==> config.mk <==
export PLATFORM = sky130hd
export DESIGN_NAME = sbp_top
export DESIGN_NICKNAME = d
export VERILOG_FILES = /design/src/hw/sbp_pkg.sv /design/src/hw/sbp_spi_if.sv /design/src/hw/sbp_top.sv
export SDC_FILE = /design/constraint.sdc
export NUM_CORES = 1
export LEC_CHECK = 0
export ABC_AREA = 1
export BUFFER_PORTS_ARGS = -buffer_cell sky130_fd_sc_hd__buf_2
export CORE_UTILIZATION = 56
export CTS_BUF_LIST = sky130_fd_sc_hd__clkbuf_8
export DETAILED_ROUTE_END_ITERATION = 8
export PLACE_DENSITY = 0.82
export SLEW_MARGIN = 5
export SYNTH_ARGS = -nofsm -noshare
export SYNTH_HDL_FRONTEND = slang
export SYNTH_SLANG_ARGS = --single-unit
==> constraint.sdc <==
create_clock -name mclk_i -period 3.7 [get_ports mclk_i]
set_clock_uncertainty 0.1 [all_clocks]
set_input_delay 0.555 -clock mclk_i [delete_from_list [all_inputs] [get_ports mclk_i]]
set_output_delay 0.555 -clock mclk_i [all_outputs]
set_load 0.02 [all_outputs]
==> src/hw/sbp_pkg.sv <==
// Shared constants for the suspend, resume and busy-poll decoder
package sbp_pkg;

  // Serial opcodes
  localparam logic [7:0] OP_ERASE_SUSPEND = 8'h75;
  localparam logic [7:0] OP_ERASE_RESUME = 8'h7A;
  localparam logic [7:0] OP_PROG_SUSPEND = 8'h85;
  localparam logic [7:0] OP_PROG_RESUME = 8'h8A;
  localparam logic [7:0] OP_READ_STATUS = 8'h05;

  // Status byte layout
  localparam int ST_BUSY_BIT = 0;

  // Parameter word with the four suspend and resume opcodes
  localparam logic [31:0] PARAM_SUSP_WORD = {OP_ERASE_SUSPEND, OP_ERASE_RESUME,
                                             OP_PROG_SUSPEND, OP_PROG_RESUME};

  // Power-down and polling parameter word fields
  localparam logic PD_ABSENT = 1'b1;
  localparam logic [7:0] PD_ENTER_OP = 8'hFF;
  localparam logic [7:0] PD_EXIT_OP = 8'hFF;
  localparam logic [1:0] PD_EXIT_UNITS = 2'b11;
  localparam logic [4:0] PD_EXIT_COUNT = 5'b11111;
  localparam logic [3:0] PD_RSVD_HI = 4'hF;
  localparam logic [1:0] POLL_MODE = 2'b01;
  localparam logic [1:0] PD_RSVD_LO = 2'b11;

  // APB register byte offsets
  localparam logic [11:0] REG_CTRL = 12'h000;
  localparam logic [11:0] REG_STATUS = 12'h004;
  localparam logic [11:0] REG_PARAM_SUSP = 12'h008;
  localparam logic [11:0] REG_PARAM_PD = 12'h00C;

  // Control register bits (write one to pulse)
  localparam int CTRL_START_ERASE = 0;
  localparam int CTRL_START_PROG = 1;
  localparam int CTRL_FINISH = 2;

  // Status register fields
  localparam int STAT_BUSY = 0;
  localparam int STAT_STATE_LSB = 1;
  localparam int STAT_OP_LSB = 8;
  localparam int STAT_IGN_LSB = 16;

  typedef enum logic [2:0] {
    SBP_IDLE = 3'b000,
    SBP_ERASE = 3'b001,
    SBP_ERASE_HOLD = 3'b010,
    SBP_PROG = 3'b011,
    SBP_PROG_HOLD = 3'b100
  } sbp_state_t;

endpackage

==> src/hw/sbp_spi_if.sv <==
// Serial byte receiver and transmitter, SPI mode 0, oversampled by mclk
`timescale 1ns/1ps
`default_nettype none
module sbp_spi_if (
  input wire logic mclk_i,
  input wire logic rst_n_i,
  input wire logic sck_i,
  input wire logic cs_n_i,
  input wire logic mosi_i,
  input wire logic tx_en_i,
  input wire logic [7:0] tx_byte_i,
  output logic sel_o,
  output logic [7:0] rx_byte_o,
  output logic rx_vld_o,
  output logic rx_first_o,
  output logic miso_o,
  output logic miso_oe_o
);

  typedef struct packed {
    logic sck_s1;
    logic sck_s2;
    logic sck_s3;
    logic cs_s1;
    logic cs_s2;
    logic mosi_s1;
    logic mosi_s2;
    logic [2:0] bit_cnt;
    logic [7:0] rx_sh;
    logic [7:0] tx_sh;
    logic first;
    logic [7:0] rx_byte;
    logic rx_vld;
    logic rx_first;
    logic miso;
    logic miso_oe;
  } sbp_spi_st_t;

  sbp_spi_st_t st_r;
  sbp_spi_st_t st_nxt;

  always_comb begin
    st_nxt = st_r;
    // Pins cross into mclk through two flops; sck gets a third flop so its second and third form the edge detect
    st_nxt.sck_s1 = sck_i;
    st_nxt.sck_s2 = st_r.sck_s1;
    st_nxt.sck_s3 = st_r.sck_s2;
    st_nxt.cs_s1 = cs_n_i;
    st_nxt.cs_s2 = st_r.cs_s1;
    st_nxt.mosi_s1 = mosi_i;
    st_nxt.mosi_s2 = st_r.mosi_s1;
    st_nxt.rx_vld = 1'b0;
    st_nxt.miso_oe = ~st_r.cs_s2 & tx_en_i;
    if (st_r.cs_s2) begin
      st_nxt.bit_cnt = 3'd0;
      st_nxt.first = 1'b1;
      st_nxt.miso = 1'b0;
    end else if (st_r.sck_s2 && !st_r.sck_s3) begin
      st_nxt.rx_sh = {st_r.rx_sh[6:0], st_r.mosi_s2};
      st_nxt.bit_cnt = st_r.bit_cnt + 3'd1;
      if (st_r.bit_cnt == 3'd7) begin
        st_nxt.rx_byte = {st_r.rx_sh[6:0], st_r.mosi_s2};
        st_nxt.rx_vld = 1'b1;
        st_nxt.rx_first = st_r.first;
        st_nxt.first = 1'b0;
      end
    end else if (!st_r.sck_s2 && st_r.sck_s3) begin
      // Load at a byte boundary so the first bit is out before the next rise
      if (st_r.bit_cnt == 3'd0) begin
        st_nxt.tx_sh = tx_byte_i;
        st_nxt.miso = tx_byte_i[7];
      end else begin
        st_nxt.tx_sh = {st_r.tx_sh[6:0], 1'b0};
        st_nxt.miso = st_r.tx_sh[6];
      end
    end
  end

  always_ff @(posedge mclk_i or negedge rst_n_i) begin
    if (!rst_n_i) begin
      st_r <= '0;
      st_r.sck_s1 <= 1'b0;
      st_r.cs_s1 <= 1'b1;
      st_r.cs_s2 <= 1'b1;
      st_r.first <= 1'b1;
    end else begin
      st_r <= st_nxt;
    end
  end

  assign sel_o = ~st_r.cs_s2;
  assign rx_byte_o = st_r.rx_byte;
  assign rx_vld_o = st_r.rx_vld;
  assign rx_first_o = st_r.rx_first;
  assign miso_o = st_r.miso;
  assign miso_oe_o = st_r.miso_oe;

endmodule // sbp_spi_if
`default_nettype wire

==> src/hw/sbp_top.sv <==
// Suspend, resume and busy-poll opcode decoder with APB registers
`timescale 1ns/1ps
`default_nettype none
module sbp_top (
  input wire logic mclk_i,
  input wire logic rstn_i,
  input wire logic psel_i,
  input wire logic penable_i,
  input wire logic pwrite_i,
  input wire logic [11:0] paddr_i,
  input wire logic [31:0] pwdata_i,
  output logic [31:0] prdata_o,
  output logic pready_o,
  output logic pslverr_o,
  input wire logic sck_i,
  input wire logic cs_n_i,
  input wire logic mosi_i,
  output logic miso_o,
  output logic miso_oe_o,
  input wire logic engine_done_i,
  output logic erase_run_o,
  output logic erase_hold_o,
  output logic prog_run_o,
  output logic prog_hold_o
);

  typedef struct packed {
    sbp_pkg::sbp_state_t state;
    logic in_status;
    logic [7:0] last_op;
    logic [7:0] ign_cnt;
    logic [31:0] prdata;
    logic pready;
    logic pslverr;
  } sbp_top_st_t;

  sbp_top_st_t st_r;
  sbp_top_st_t st_nxt;
  logic [1:0] rst_sync_r;
  logic rst_n;
  logic sel;
  logic [7:0] rx_byte;
  logic rx_vld;
  logic rx_first;
  logic busy;
  logic [7:0] status_byte;
  logic [31:0] param_pd;
  logic [31:0] status_word;
  logic wr_ctrl;
  logic ign;

  // Reset is released through two flops so every state flop leaves reset together
  always_ff @(posedge mclk_i or negedge rstn_i) begin
    if (!rstn_i) begin
      rst_sync_r <= 2'b00;
    end else begin
      rst_sync_r <= {rst_sync_r[0], 1'b1};
    end
  end
  assign rst_n = rst_sync_r[1];

  sbp_spi_if u_spi (
    .mclk_i(mclk_i),
    .rst_n_i(rst_n),
    .sck_i(sck_i),
    .cs_n_i(cs_n_i),
    .mosi_i(mosi_i),
    .tx_en_i(st_r.in_status),
    .tx_byte_i(status_byte),
    .sel_o(sel),
    .rx_byte_o(rx_byte),
    .rx_vld_o(rx_vld),
    .rx_first_o(rx_first),
    .miso_o(miso_o),
    .miso_oe_o(miso_oe_o)
  );

  assign busy = (st_r.state == sbp_pkg::SBP_ERASE) || (st_r.state == sbp_pkg::SBP_PROG);
  assign status_byte = {7'd0, busy};

  assign param_pd = {sbp_pkg::PD_ABSENT, sbp_pkg::PD_ENTER_OP, sbp_pkg::PD_EXIT_OP,
                     sbp_pkg::PD_EXIT_UNITS, sbp_pkg::PD_EXIT_COUNT, sbp_pkg::PD_RSVD_HI,
                     sbp_pkg::POLL_MODE, sbp_pkg::PD_RSVD_LO};

  assign status_word = {8'd0, st_r.ign_cnt, st_r.last_op, 4'd0, st_r.state, busy};

  assign wr_ctrl = psel_i && penable_i && st_r.pready && pwrite_i &&
                   (paddr_i == sbp_pkg::REG_CTRL);

  always_comb begin
    st_nxt = st_r;
    ign = 1'b0;
    // APB: decode in setup, answer in the first access cycle
    st_nxt.pready = psel_i && !penable_i;
    st_nxt.pslverr = 1'b0;
    if (psel_i && !penable_i) begin
      st_nxt.prdata = 32'h0000_0000;
      case (paddr_i)
        sbp_pkg::REG_CTRL: st_nxt.prdata = 32'h0000_0000;
        sbp_pkg::REG_STATUS: st_nxt.prdata = status_word;
        sbp_pkg::REG_PARAM_SUSP: st_nxt.prdata = sbp_pkg::PARAM_SUSP_WORD;
        sbp_pkg::REG_PARAM_PD: st_nxt.prdata = param_pd;
        default: st_nxt.pslverr = 1'b1;
      endcase
    end
    // Status read lasts for the rest of the frame
    if (!sel) begin
      st_nxt.in_status = 1'b0;
    end
    // Engine lifecycle driven by software starts and engine completion
    if (wr_ctrl && (st_r.state == sbp_pkg::SBP_IDLE)) begin
      if (pwdata_i[sbp_pkg::CTRL_START_ERASE]) begin
        st_nxt.state = sbp_pkg::SBP_ERASE;
      end else if (pwdata_i[sbp_pkg::CTRL_START_PROG]) begin
        st_nxt.state = sbp_pkg::SBP_PROG;
      end
    end
    if ((engine_done_i || (wr_ctrl && pwdata_i[sbp_pkg::CTRL_FINISH])) && busy) begin
      st_nxt.state = sbp_pkg::SBP_IDLE;
    end
    // Opcodes are the first byte of a frame; serial wins over engine in one cycle
    if (rx_vld && rx_first) begin
      st_nxt.last_op = rx_byte;
      case (rx_byte)
        sbp_pkg::OP_ERASE_SUSPEND: begin
          if (st_r.state == sbp_pkg::SBP_ERASE) begin
            st_nxt.state = sbp_pkg::SBP_ERASE_HOLD;
          end else begin
            ign = 1'b1;
          end
        end
        sbp_pkg::OP_ERASE_RESUME: begin
          if (st_r.state == sbp_pkg::SBP_ERASE_HOLD) begin
            st_nxt.state = sbp_pkg::SBP_ERASE;
          end else begin
            ign = 1'b1;
          end
        end
        sbp_pkg::OP_PROG_SUSPEND: begin
          if (st_r.state == sbp_pkg::SBP_PROG) begin
            st_nxt.state = sbp_pkg::SBP_PROG_HOLD;
          end else begin
            ign = 1'b1;
          end
        end
        sbp_pkg::OP_PROG_RESUME: begin
          if (st_r.state == sbp_pkg::SBP_PROG_HOLD) begin
            st_nxt.state = sbp_pkg::SBP_PROG;
          end else begin
            ign = 1'b1;
          end
        end
        sbp_pkg::OP_READ_STATUS: st_nxt.in_status = 1'b1;
        default: ;
      endcase
    end
    // Saturates so software can tell an out-of-state suspend or resume opcode happened; unknown opcodes are not counted
    if (ign && (st_r.ign_cnt != 8'hFF)) begin
      st_nxt.ign_cnt = st_r.ign_cnt + 8'd1;
    end
  end

  always_ff @(posedge mclk_i or negedge rst_n) begin
    if (!rst_n) begin
      st_r <= '0;
      st_r.state <= sbp_pkg::SBP_IDLE;
    end else begin
      st_r <= st_nxt;
    end
  end

  assign prdata_o = st_r.prdata;
  assign pready_o = st_r.pready;
  assign pslverr_o = st_r.pslverr && st_r.pready;
  assign erase_run_o = (st_r.state == sbp_pkg::SBP_ERASE);
  assign erase_hold_o = (st_r.state == sbp_pkg::SBP_ERASE_HOLD);
  assign prog_run_o = (st_r.state == sbp_pkg::SBP_PROG);
  assign prog_hold_o = (st_r.state == sbp_pkg::SBP_PROG_HOLD);

endmodule // sbp_top
`default_nettype wire

==> results of run 1 <==
## worst min path at each step
| stage | start | slack, ps | depth (start not counted) | to |
|---|---|---|---|---|
| after floorplan | rstn_i | 160 | 0 | rst_sync_r[0] |
| after global placement | u_spi.st_nxt[32] | 230 | 0 | u_spi.st_r[32] |
| after detailed placement | u_spi.st_nxt[32] | 230 | 0 | u_spi.st_r[32] |
| after CTS | cs_n_i | 180 | 1 | u_spi.st_nxt[34] |
| after global routing | mosi_i | 180 | 1 | u_spi.st_nxt[32] |
| final | cs_n_i | 200 | 1 | u_spi.st_nxt[34] |
## area by class of cell
class,count,area (sq um),share of cell area [%]
repair buffers,65,333,7.52
clock buffers,11,151,3.42
multi-input cells,289,1510,34.0
well taps,96,120,2.72
flip-flops and latches,83,2080,47.1
inverters,51,191,4.33
clock inverters,5,37.5,0.849
## worst max-delay path, delay by kind of cell (launching register included)
family / cells / cell delay (ps)
buf+inv: 2 / 270
flops: 1 / 500
simple gates: 2 / 350
## power groups by stage
stage | Clock [mW] | Sequential [mW] | Combinational (mW)
after global routing | 0.652 | 0.971 | 0.0821
final | 0.602 | 0.963 | 0.0711
after detailed placement | 0 | 0.982 | 0.0706
after CTS | 0.615 | 0.965 | 0.0723
after global placement | 0 | 0.981 | 0.0684
after floorplan | 0 | 0.975 | 0.0465
## sequential cells by signal, summed over array words and instances (netlist names)
signal            flops
prdata_o             22
st_r                 21
u_spi.st_r           21
u_spi.rx_byte_o       8
u_spi.st_nxt          4
rst_sync_r            2
pready_o              1
u_spi.miso_o          1
u_spi.miso_oe_o       1
u_spi.rx_first_o      1
u_spi.rx_vld_o        1
## cell families (layout without fill, tap and decap cells)
kind of cell | Yosys count | after routing | synth area share (%)
xor gates and xnor gates | 5 | 5 | 1.07
other | 1 | 1 | 0.0915
and+or+nand+nor | 224 | 224 | 26.5
buffers and inverters | 96 | 132 | 12.5
adders and majority gates | 4 | 4 | 1.22
DFF | 83 | 83 | 50.7
AOI/OAI and AO/OA | 55 | 55 | 7.78
## repair_timing
action,CTS,global route
hold buffers,1,0
setup buffers,0,0
hold endpoints to repair,2,0
## metrics by stage
stage                     hold WS (ps)  setup slack, ps
final                              196             1570
after global routing               178             1490
after CTS                          180             1580
after detailed placement           235             1360
after global placement             231             1420
after floorplan                    159             1120
## cell usage in the layout (no fill, tap or decap), types with 3 or more instances in the layout
cell	netlist	final
dfrtp_1	80	79
nor2_1	22	22
inv_1	43	43
nand2_2	5	5
o211ai_1	13	13
o21ai_0	30	30
clkbuf_8	1	11
nand2_1	127	127
buf_2	3	63
nand4_1	16	16
o21ai_1	3	3
nand3_2	3	3
nor2_2	4	4
xor2_1	4	4
inv_2	8	8
ha_1	4	4
nor2_4	3	3
dfstp_2	3	3
nand3_1	33	33
a21oi_1	5	5
## metal layers
| metal | share of wire (%) | global-route usage (%) |
|---|---|---|
| met5 | 0 | 0 |
| met3 | 7.6 | 6.31 |
| met4 | 2.3 | 10.3 |
| met1 | 46 | 26.8 |
| met2 | 44 | 32.0 |
==> qor.yml, run 1 <==
sta:
  setup_violations: 0
  worst_slew_pin_slew_ps: 997
  max_freq_mhz: 470
  min_tclk_post_route_ps: 2130
  rsz0062_at_grt: "false"
  timing.max_slew.rel_slack_pct: 33.5
  finalCritPeriodShare_pct: 57.5
  maxSlewViolCount: 0
  finalSetupTns_ps: 0
  final-hold-violation-count: 0
clock_network:
  clock_pin_slew_of_the_registers_on_the_worst_case_setup_and_hold_paths_ps: 80
  cts_resized: 0
  worst_skew_pair.late_latency_ps: 360
  cts_root_buffer_type: "clkbuf_8"
  cts_sinks: 83
  tritoncts_buffer_count: 9
  cts-root-to-sink-buffers: 2
  clock_tree.htree_level_count: 3
  cts_tree: "built"
setup_path:
  type_of_destination_of_the_critical_path: "primary output"
  worst_setup_endpoint: "erase_run_o"
  startpoint_type: "flip-flop"
  worst_r2r_startpoint: "u_spi.st_r[34]"
  critPathMaxFanout: 9
  slowest_stage: "dfrtp_1"
  critPathMaxStageDelay_ps: 500
  r2r_slack_ps: 1960
  r2r_end: "u_spi.rx_byte_o[0]"
  timing.critical_path.cells: "nor2_4 > nand2_1 > inv_1 > buf_2"
  worst_case_reg_to_reg_path_depth: 4
  setup.worst_path.start: "st_r[53]"
  critical_path_required_ps: 3040
  critical_path_class: "reg -> out"
  worst_ep_arrival_time_ps: 1470
yosys:
  syn-cell-area_sq_mm: 0.00410
  synth_enable_flop_cells: 0
  synth_most_common_cell: "nand2_1"
  synth_top_area_share_pct: 48.8
  yosysWarningCount: 0
  syn-mean-instance-area_sq_um: 8.76
  synthesized_instance_count: 468
  dominantRegCellSynth: "dfrtp_1"
  yosysSeqAreaShare_pct: 50.7
  synth_largest_area_cell: "dfrtp_1"
  synth_cell_type_count: 38
  ys_top_cells_by_area: "dfrtp_1 (49%), nand2_1 (12%), buf_4 (6.0%), nand3_1 (4.0%), inv_1 (3.9%)"
  synth_nets: 525
  async_reset_ff_share_pct: 100
  ys_top_cells_by_count: "nand2_1 (127), dfrtp_1 (80), inv_1 (43)"
  ys_ff_latch: 83
cells_and_area:
  stdcell_area_sq_mm: 0.00442
  layout-area-overhead-vs-synth_pct: 7.87
  finish.cell_count_without_fillers: 600
  n_antenna_cell: 0
  postLayoutCoreUtil_pct: 63.7
  fillers: 570
  drive_gt1_share_pct: 22.8
  layout.nets: 556
place:
  placement.cell_area_sq_mm: 0.00422
  placed_cells: 583
  port-buffer-count: 63
  routabilityCongestion: 0.935
  post-dp-hpwl_um: 5190
hold_path:
  hold_path_class: "in -> reg"
floorplan:
  placement_rows: 30
  io-pin-count: 93
  initial_core_util_pct: 59.0
  dieHeight_um: 87.6
  floorplan.core_area_sq_mm: 0.00694
  fp.dieArea_sq_mm: 0.00767
  floorplan.die.width_um: 87.6
detailed_routing:
  wire_per_inst_um: 12.2
  num_vias: 3122
  detailed_router_s_first_iteration_violation_count: 218
  detail_route.drc_violations: 0
  finalWirelength_um: 7320
  drt_first_pass_iters: 5
  vias_per_instance: 5.20
  final_antenna_net_count: 0
power:
  net-switching-power_mw: 0.396
  p_per_cell_area_mw_per_mm2: 370
  ir_drop_uv: 246
  power_report.internal_total_mw: 1.24
  switching_share_pct: 24.2
  power_leakage_nw: 2.33
  power_frac_clock_pct: 36.8
  totalPowerFinal_mw: 1.64
  power.share.combinational_pct: 4.3
  seqPwrFrac_pct: 58.8
global_routing:
  global_route.usage.total_pct: 20.7
  grt_start_max_net_pins: 82
  gr-total-overflow: 0
  grt_antenna_before_repair: 0
  grt_first_pass_wirelength_um: 12000
  vias_in_the_first_global_route: 2685
flow_run:
  max-cap-violations: 0
status:
  status: "finished clean"
Note: power is estimated with default switching activity, not from simulation.
==> inputs of run 2 (changes only) <==
--- a/config.mk
+++ b/config.mk
@@ -7,10 +7,10 @@
 export LEC_CHECK = 0
 export ABC_AREA = 1
 export BUFFER_PORTS_ARGS = -buffer_cell sky130_fd_sc_hd__buf_2
-export CORE_UTILIZATION = 56
+export CORE_UTILIZATION = 51
 export CTS_BUF_LIST = sky130_fd_sc_hd__clkbuf_8
 export DETAILED_ROUTE_END_ITERATION = 8
-export PLACE_DENSITY = 0.82
+export PLACE_DENSITY = 0.79
 export SLEW_MARGIN = 5
 export SYNTH_ARGS = -nofsm -noshare
 export SYNTH_HDL_FRONTEND = slang
==> constraint.sdc (replaced) <==
create_clock -name mclk_i -period 1.7 [get_ports mclk_i]
set_clock_uncertainty 0.1 [all_clocks]
set_input_delay 0.255 -clock mclk_i [delete_from_list [all_inputs] [get_ports mclk_i]]
set_output_delay 0.255 -clock mclk_i [all_outputs]
set_load 0.02 [all_outputs]
==> run 2 against run 1 <==
Net effect: final area rose by 5.6%; first-iteration DRC count fell by 24%; die area rose by 9.6%; critical path type unchanged; power rose by 140%; critical endpoint unchanged.
==> qor.yml, run 2 (synthesis results as in run 1) <==
power:
  power_report.internal_total_mw: 3.01  # +140%
  ir_drop_uv: 568  # +130%
  power_frac_clock_pct: 41.0  # +4.2 points
  power.share.combinational_pct: 5.3  # +1.0 points
  net-switching-power_mw: 0.847  # +110%
  p_per_cell_area_mw_per_mm2: 825  # +120%
  switching_share_pct: 22.0  # -2.2 points
  seqPwrFrac_pct: 53.7  # -5.1 points
  power_leakage_nw: 2.45  # +5.4%
sta:
  maxSlewViolCount: 0  # unchanged
  fin_worst_hold_slack_ps: 39.4  # -157 ps
  finalCritPeriodShare_pct: 96.1
  final-hold-violation-count: 0  # unchanged
  min_tclk_post_route_ps: 1630
  max_freq_mhz: 612
  rsz0062_at_grt: "true"
  setup_violations: 0  # unchanged
global_routing:
  global_route.usage.total_pct: 20.3  # -0.40 points
  vias_in_the_first_global_route: 3033  # +13%
  met2_usage_pct: 33.2  # +1.2 points
  gr-total-overflow: 0  # unchanged
  grt_first_pass_wirelength_um: 13600  # +13%
  grt_antenna_before_repair: 0  # unchanged
  grt_start_max_net_pins: 51  # -38%
  grt.busiest_layer: "met2"
  groute.layer.met1.usage_pct: 26.8  # about the same
  grtUsageMet3_pct: 2.82  # -3.5 points
clock_network:
  worst_skew_pair.late_latency_ps: 350  # about the same
  clock_tree.htree_level_count: 3  # unchanged
  cts_sinks: 83  # unchanged
  cts_tree: "built"
  cts_root_buffer_type: "clkbuf_8"
  clock_pin_slew_of_the_registers_on_the_worst_case_setup_and_hold_paths_ps: 80  # about the same
  tritoncts_buffer_count: 9  # unchanged
  cts-root-to-sink-buffers: 2  # unchanged
detailed_routing:
  wire_per_inst_um: 12.6  # +3.2%
  detail_route.drc_violations: 0  # unchanged
  vias_per_instance: 5.11  # -1.7%
  drt_first_pass_iters: 5  # unchanged
  detailed_router_s_first_iteration_violation_count: 165  # -24%
  finalWirelength_um: 7890  # +7.8%
  final_antenna_net_count: 0  # unchanged
  num_vias: 3207  # +2.7%
floorplan:
  initial_core_util_pct: 52.8  # -6.3 points
  floorplan.die.width_um: 91.7  # +4.7%
  placement_rows: 32  # +6.7%
  io-pin-count: 93  # unchanged
  dieHeight_um: 91.7  # +4.7%
  fp.dieArea_sq_mm: 0.00840  # +9.6%
  floorplan.core_area_sq_mm: 0.00777  # +12%
cells_and_area:
  layout.cells.most_common: "nand2_1"
  stdcell_area_sq_mm: 0.00467  # +5.6%
  n_antenna_cell: 0  # unchanged
  largest_reg_flops: 22  # unchanged
  layout.nets: 577  # +3.8%
  drive_gt1_share_pct: 27.2  # +4.4 points
  layout_common_cells: "nand2_1 (124), dfrtp_1 (75), buf_2 (63), inv_1 (41), nand3_1 (32)"
  fillers: 673  # +18%
  layout-area-overhead-vs-synth_pct: 13.9
place:
  post-dp-hpwl_um: 5670  # +9.2%
  port-buffer-count: 63  # unchanged
  routabilityCongestion: 0.871  # -6.8%
  placement.cell_area_sq_mm: 0.00431  # +2.1%
status:
  status: "finished clean"
flow_run:
  max-cap-violations: 0  # unchanged
setup_path:
  critical_path_class: "reg -> out"
  startpoint_type: "flip-flop"
  worst_ep_arrival_time_ps: 1280  # -190 ps
  critical_path_required_ps: 1340  # -1700 ps
  critPathMaxFanout: 4  # -5
  type_of_destination_of_the_critical_path: "primary output"
hold_path:
  hold_path_class: "reg -> async"
[run 2: cell count changes in the layout (fill, tap and decap cells not counted), sizes merged]
cell | previous run | this run
dlygate4sd3 | 1 | 4
buf | 64 | 82
inv | 51 | 54
bufinv | 0 | 2
clkinvlp | 2 | 0
clkinv | 3 | 0
[run 2: power by group through the flow]
| stage | Sequential, mW | Combinational (mW) | Clock (mW) |
|---|---|---|---|
| floorplan | 2.12 | 0.101 | 0 |
| finish | 2.07 | 0.206 | 1.58 |
| global route | 2.08 | 0.240 | 1.71 |
| global placement | 2.10 | 0.192 | 0 |
| detailed placement | 2.11 | 0.199 | 0 |
| CTS | 2.07 | 0.208 | 1.62 |
[run 2: final timing paths]
kind / slack (ps) / from / end / cells after the start
min in group mclk_i: 150 / paddr_i[1] / st_r[0] / 3
setup / recovery: 70 / st_r[53] / erase_run_o / 4
hold / removal: 40 / rst_sync_r[1] / u_spi.miso_oe_o / 0
setup reg to reg: 100 / u_spi.rx_byte_o[7] / st_r[35] / 10
hold reg to reg: 40 / rst_sync_r[1] / u_spi.miso_oe_o / 0
max in group asynchronous: 890 / rst_sync_r[1] / u_spi.st_r[12] / 1
[run 2: final cells by class]
| class | count | area, sq um | share of cell area [%] |
|---|---|---|---|
| flip-flops and latches | 83 | 2090 | 44.7 |
| multi-input cells | 289 | 1520 | 32.6 |
| inverters | 51 | 191 | 4.10 |
| clock buffers | 11 | 151 | 3.24 |
| repair buffers | 86 | 510 | 10.9 |
| well taps | 102 | 128 | 2.73 |
| clock inverters | 5 | 76.3 | 1.63 |
[run 2: per-layer routing]
layer	up-vias	wire (um)
met5	-	0
li1	1588	-
met4	0	175
met3	16	479
met1	1477	3620
met2	126	3610
[run 2: worst max-delay path: stages, from the launching register on]
cell	delay [ps]
dfrtp_2	450
nor2_4	150
nand2_2	90
inv_2	80
buf_2	160
[run 2: through the flow]
step	TNS (ps)	std cells	util (%)	total power [mW]	setup slack (ps)
3_3_place_gp	0	598	55.5	2.30	22.4
6_report	0	627	60.1	3.85	65.9
3_5_place_dp	-7.20	598	55.5	2.31	-7.20
4_1_cts	0	621	59.2	3.89	4.31
2_1_floorplan	0	468	-	2.22	198
5_1_grt	-247	627	60.1	4.03	-48.8
[run 2: repair_timing]
action	4_1_cts	5_1_grt
hold buffers	4	0
setup endpoints to repair	3	12
hold endpoints to repair	5	0
resized for setup	0	13
pin swaps	2	1
buffers inserted	3	6
==> inputs of run 3 (changes only) <==
--- a/config.mk
+++ b/config.mk
@@ -7,10 +7,10 @@
 export LEC_CHECK = 0
 export ABC_AREA = 1
 export BUFFER_PORTS_ARGS = -buffer_cell sky130_fd_sc_hd__buf_2
-export CORE_UTILIZATION = 51
+export CORE_UTILIZATION = 56
 export CTS_BUF_LIST = sky130_fd_sc_hd__clkbuf_8
 export DETAILED_ROUTE_END_ITERATION = 8
-export PLACE_DENSITY = 0.79
+export PLACE_DENSITY = 0.82
 export SLEW_MARGIN = 5
 export SYNTH_ARGS = -nofsm -noshare
 export SYNTH_HDL_FRONTEND = slang
==> constraint.sdc (replaced) <==
create_clock -name mclk_i -period 1.77 [get_ports mclk_i]
set_clock_uncertainty 0.1 [all_clocks]
set_input_delay 0.2655 -clock mclk_i [delete_from_list [all_inputs] [get_ports mclk_i]]
set_output_delay 0.2655 -clock mclk_i [all_outputs]
set_load 0.02 [all_outputs]
==> run 3 against run 2 <==
Net effect: count of clock-buffer cells in the layout fell by 1; via count shrank 3.6%; routed wire length decreased by 3.3%; clock power down 23%; core utilization increased by 5.7 points; sequential share of layout area up 0.92 points.
==> qor.yml, run 3 (synthesis results as in run 1) <==
sta:
  maxSlewViolCount: 0  # unchanged
  max_freq_mhz: 586
  setup_violations: 0  # unchanged
  timing.max_slew.rel_slack_pct: 66.4
  min_tclk_post_route_ps: 1710
  setup_slack_ps: 62.8  # -3.05 ps
  final-hold-violation-count: 0  # unchanged
  finalCritPeriodShare_pct: 96.4
  worst_slew_pin_slew_ps: 504
  finalSetupTns_ps: 0  # unchanged
cells_and_area:
  ff_latch_area_sq_mm: 0.00209  # -0.18%
  drive_gt1_share_pct: 25.0  # -2.3 points
  postLayoutCoreUtil_pct: 65.8  # +5.7 points
  layout-area-overhead-vs-synth_pct: 11.4
  layout.nets: 573  # -0.69%
  multi_input_comb_area_sq_mm: 0.00151  # -0.82%
  largest_reg_flops: 22  # unchanged
  finish.cell_count_without_fillers: 617  # -1.6%
  fillers: 561  # -17%
  layout_common_cells: "nand2_1 (127), dfrtp_1 (78), buf_2 (63), inv_1 (43), nand3_1 (33)"
  layout.cells.most_common: "nand2_1"
  n_antenna_cell: 0  # unchanged
detailed_routing:
  drt_first_pass_iters: 4  # -1
  vias_per_instance: 5.01  # -2.0%
  final_antenna_net_count: 0  # unchanged
  wire_per_inst_um: 12.4  # -1.8%
  detailed_router_s_first_iteration_violation_count: 144  # -13%
  detail_route.drc_violations: 0  # unchanged
  num_vias: 3093  # -3.6%
  finalWirelength_um: 7620  # -3.3%
place:
  placed_cells: 594  # -0.67%
  place_worst_setup_slack_ps: 126  # +133 ps
  post-dp-hpwl_um: 5580  # -1.6%
  port-buffer-count: 63  # unchanged
  routabilityCongestion: 0.900  # +3.3%
clock_network:
  cts_tree: "built"
  cts_root_buffer_type: "clkbuf_8"
  clock_pin_slew_of_the_registers_on_the_worst_case_setup_and_hold_paths_ps: 90  # about the same
  cts_sinks: 83  # unchanged
  tritoncts_buffer_count: 9  # unchanged
  clock_tree.htree_level_count: 3  # unchanged
  worst_skew_pair.late_latency_ps: 350  # about the same
  cts-root-to-sink-buffers: 2  # unchanged
floorplan:
  floorplan.core_area_sq_mm: 0.00694  # -11%
  floorplan.die.width_um: 87.6  # -4.5%
  initial_core_util_pct: 59.0  # +6.3 points
  fp.dieArea_sq_mm: 0.00767  # -8.7%
  io-pin-count: 93  # unchanged
  placement_rows: 30  # -6.3%
  dieHeight_um: 87.6  # -4.5%
power:
  ir_drop_uv: 444  # -22%
  power_leakage_nw: 2.40  # -2.0%
  totalPowerFinal_mw: 3.39  # -12%
  p_per_cell_area_mw_per_mm2: 742  # -10%
global_routing:
  gr-total-overflow: 0  # unchanged
  vias_in_the_first_global_route: 2895  # -4.5%
  grt_start_max_net_pins: 44  # -14%
  global_route.usage.total_pct: 21.5  # +1.2 points
  grt_first_pass_wirelength_um: 12600  # -7.4%
  grt_antenna_before_repair: 0  # unchanged
setup_path:
  critPathMaxFanout: 5  # +1
  startpoint_type: "flip-flop"
  type_of_destination_of_the_critical_path: "primary output"
  r2r_slack_ps: 120  # +20 ps
  worst_ep_arrival_time_ps: 1340  # +60 ps
  critical_path_class: "reg -> out"
  critical_path_required_ps: 1400  # +60 ps
hold_path:
  hold_path_class: "reg -> async"
flow_run:
  max-cap-violations: 0  # unchanged
status:
  status: "finished clean"
## run 3: changes by cell type in the layout (fill, tap and decap cells not counted), sizes merged
cell and delta:
buf -4, bufinv -2, clkbuf -1, clkinv +2, clkinvlp +2, inv -1
## run 3: routing by layer
layer  wire, um  track usage, %  up-vias
li1           -               -     1586
met1       3650            27.9     1408
met2       3540            35.6       90
met3        329            5.09        9
met4         99            7.45        0
met5          0               0        -
## run 3: final cells by class
class	instances	share of cell area, %
clock buffer	10	3.01
clock inverter	6	0.904
inverter	51	4.19
multi-input combinational	289	33.1
sequential	83	45.7
tap	96	2.63
timing repair buffer	82	10.5
## run 3: timing repair
action / 4_1_cts / 5_1_grt
setup endpoints to repair: 3 / 4
resized for setup: 1 / 2
hold buffers: 4 / 0
hold endpoints to repair: 5 / 0
pin swaps: 0 / 1
buffers inserted: 1 / 2
## run 3: through the flow
stage | instance area (sq um) | hold slack (ps)
floorplan | 4100 | -130
global placement | 4320 | -48.5
detailed placement | 4320 | -45.3
CTS | 4550 | 111
global route | 4570 | 111
finish | 4570 | 122
## run 3: power breakdown
part	internal [mW]	leakage, nW	switching, mW
registers	1.95	1.11	0.0402
logic	0.0688	1.20	0.122
clock network	0.547	0.0901	0.660
total	2.57	2.40	0.822
## run 3: worst max-delay path, stage by stage, from the launching register on
cell,delay (ps)
dfrtp_2,460
nor2_4,140
nand2_1,110
inv_1,110
buf_2,180
## run 3: path summary, 6_finish.rpt
path,start,endpoint,cells after the start
hold / removal,rst_sync_r[1],u_spi.st_r[15],0
max in group asynchronous,rst_sync_r[1],u_spi.st_r[12],1
setup reg to reg,u_spi.rx_byte_o[4],st_r[34],10
hold reg to reg,rst_sync_r[1],u_spi.st_r[15],0
min in group mclk_i,paddr_i[0],st_r[0],3
setup / recovery,st_r[53],erase_run_o,4
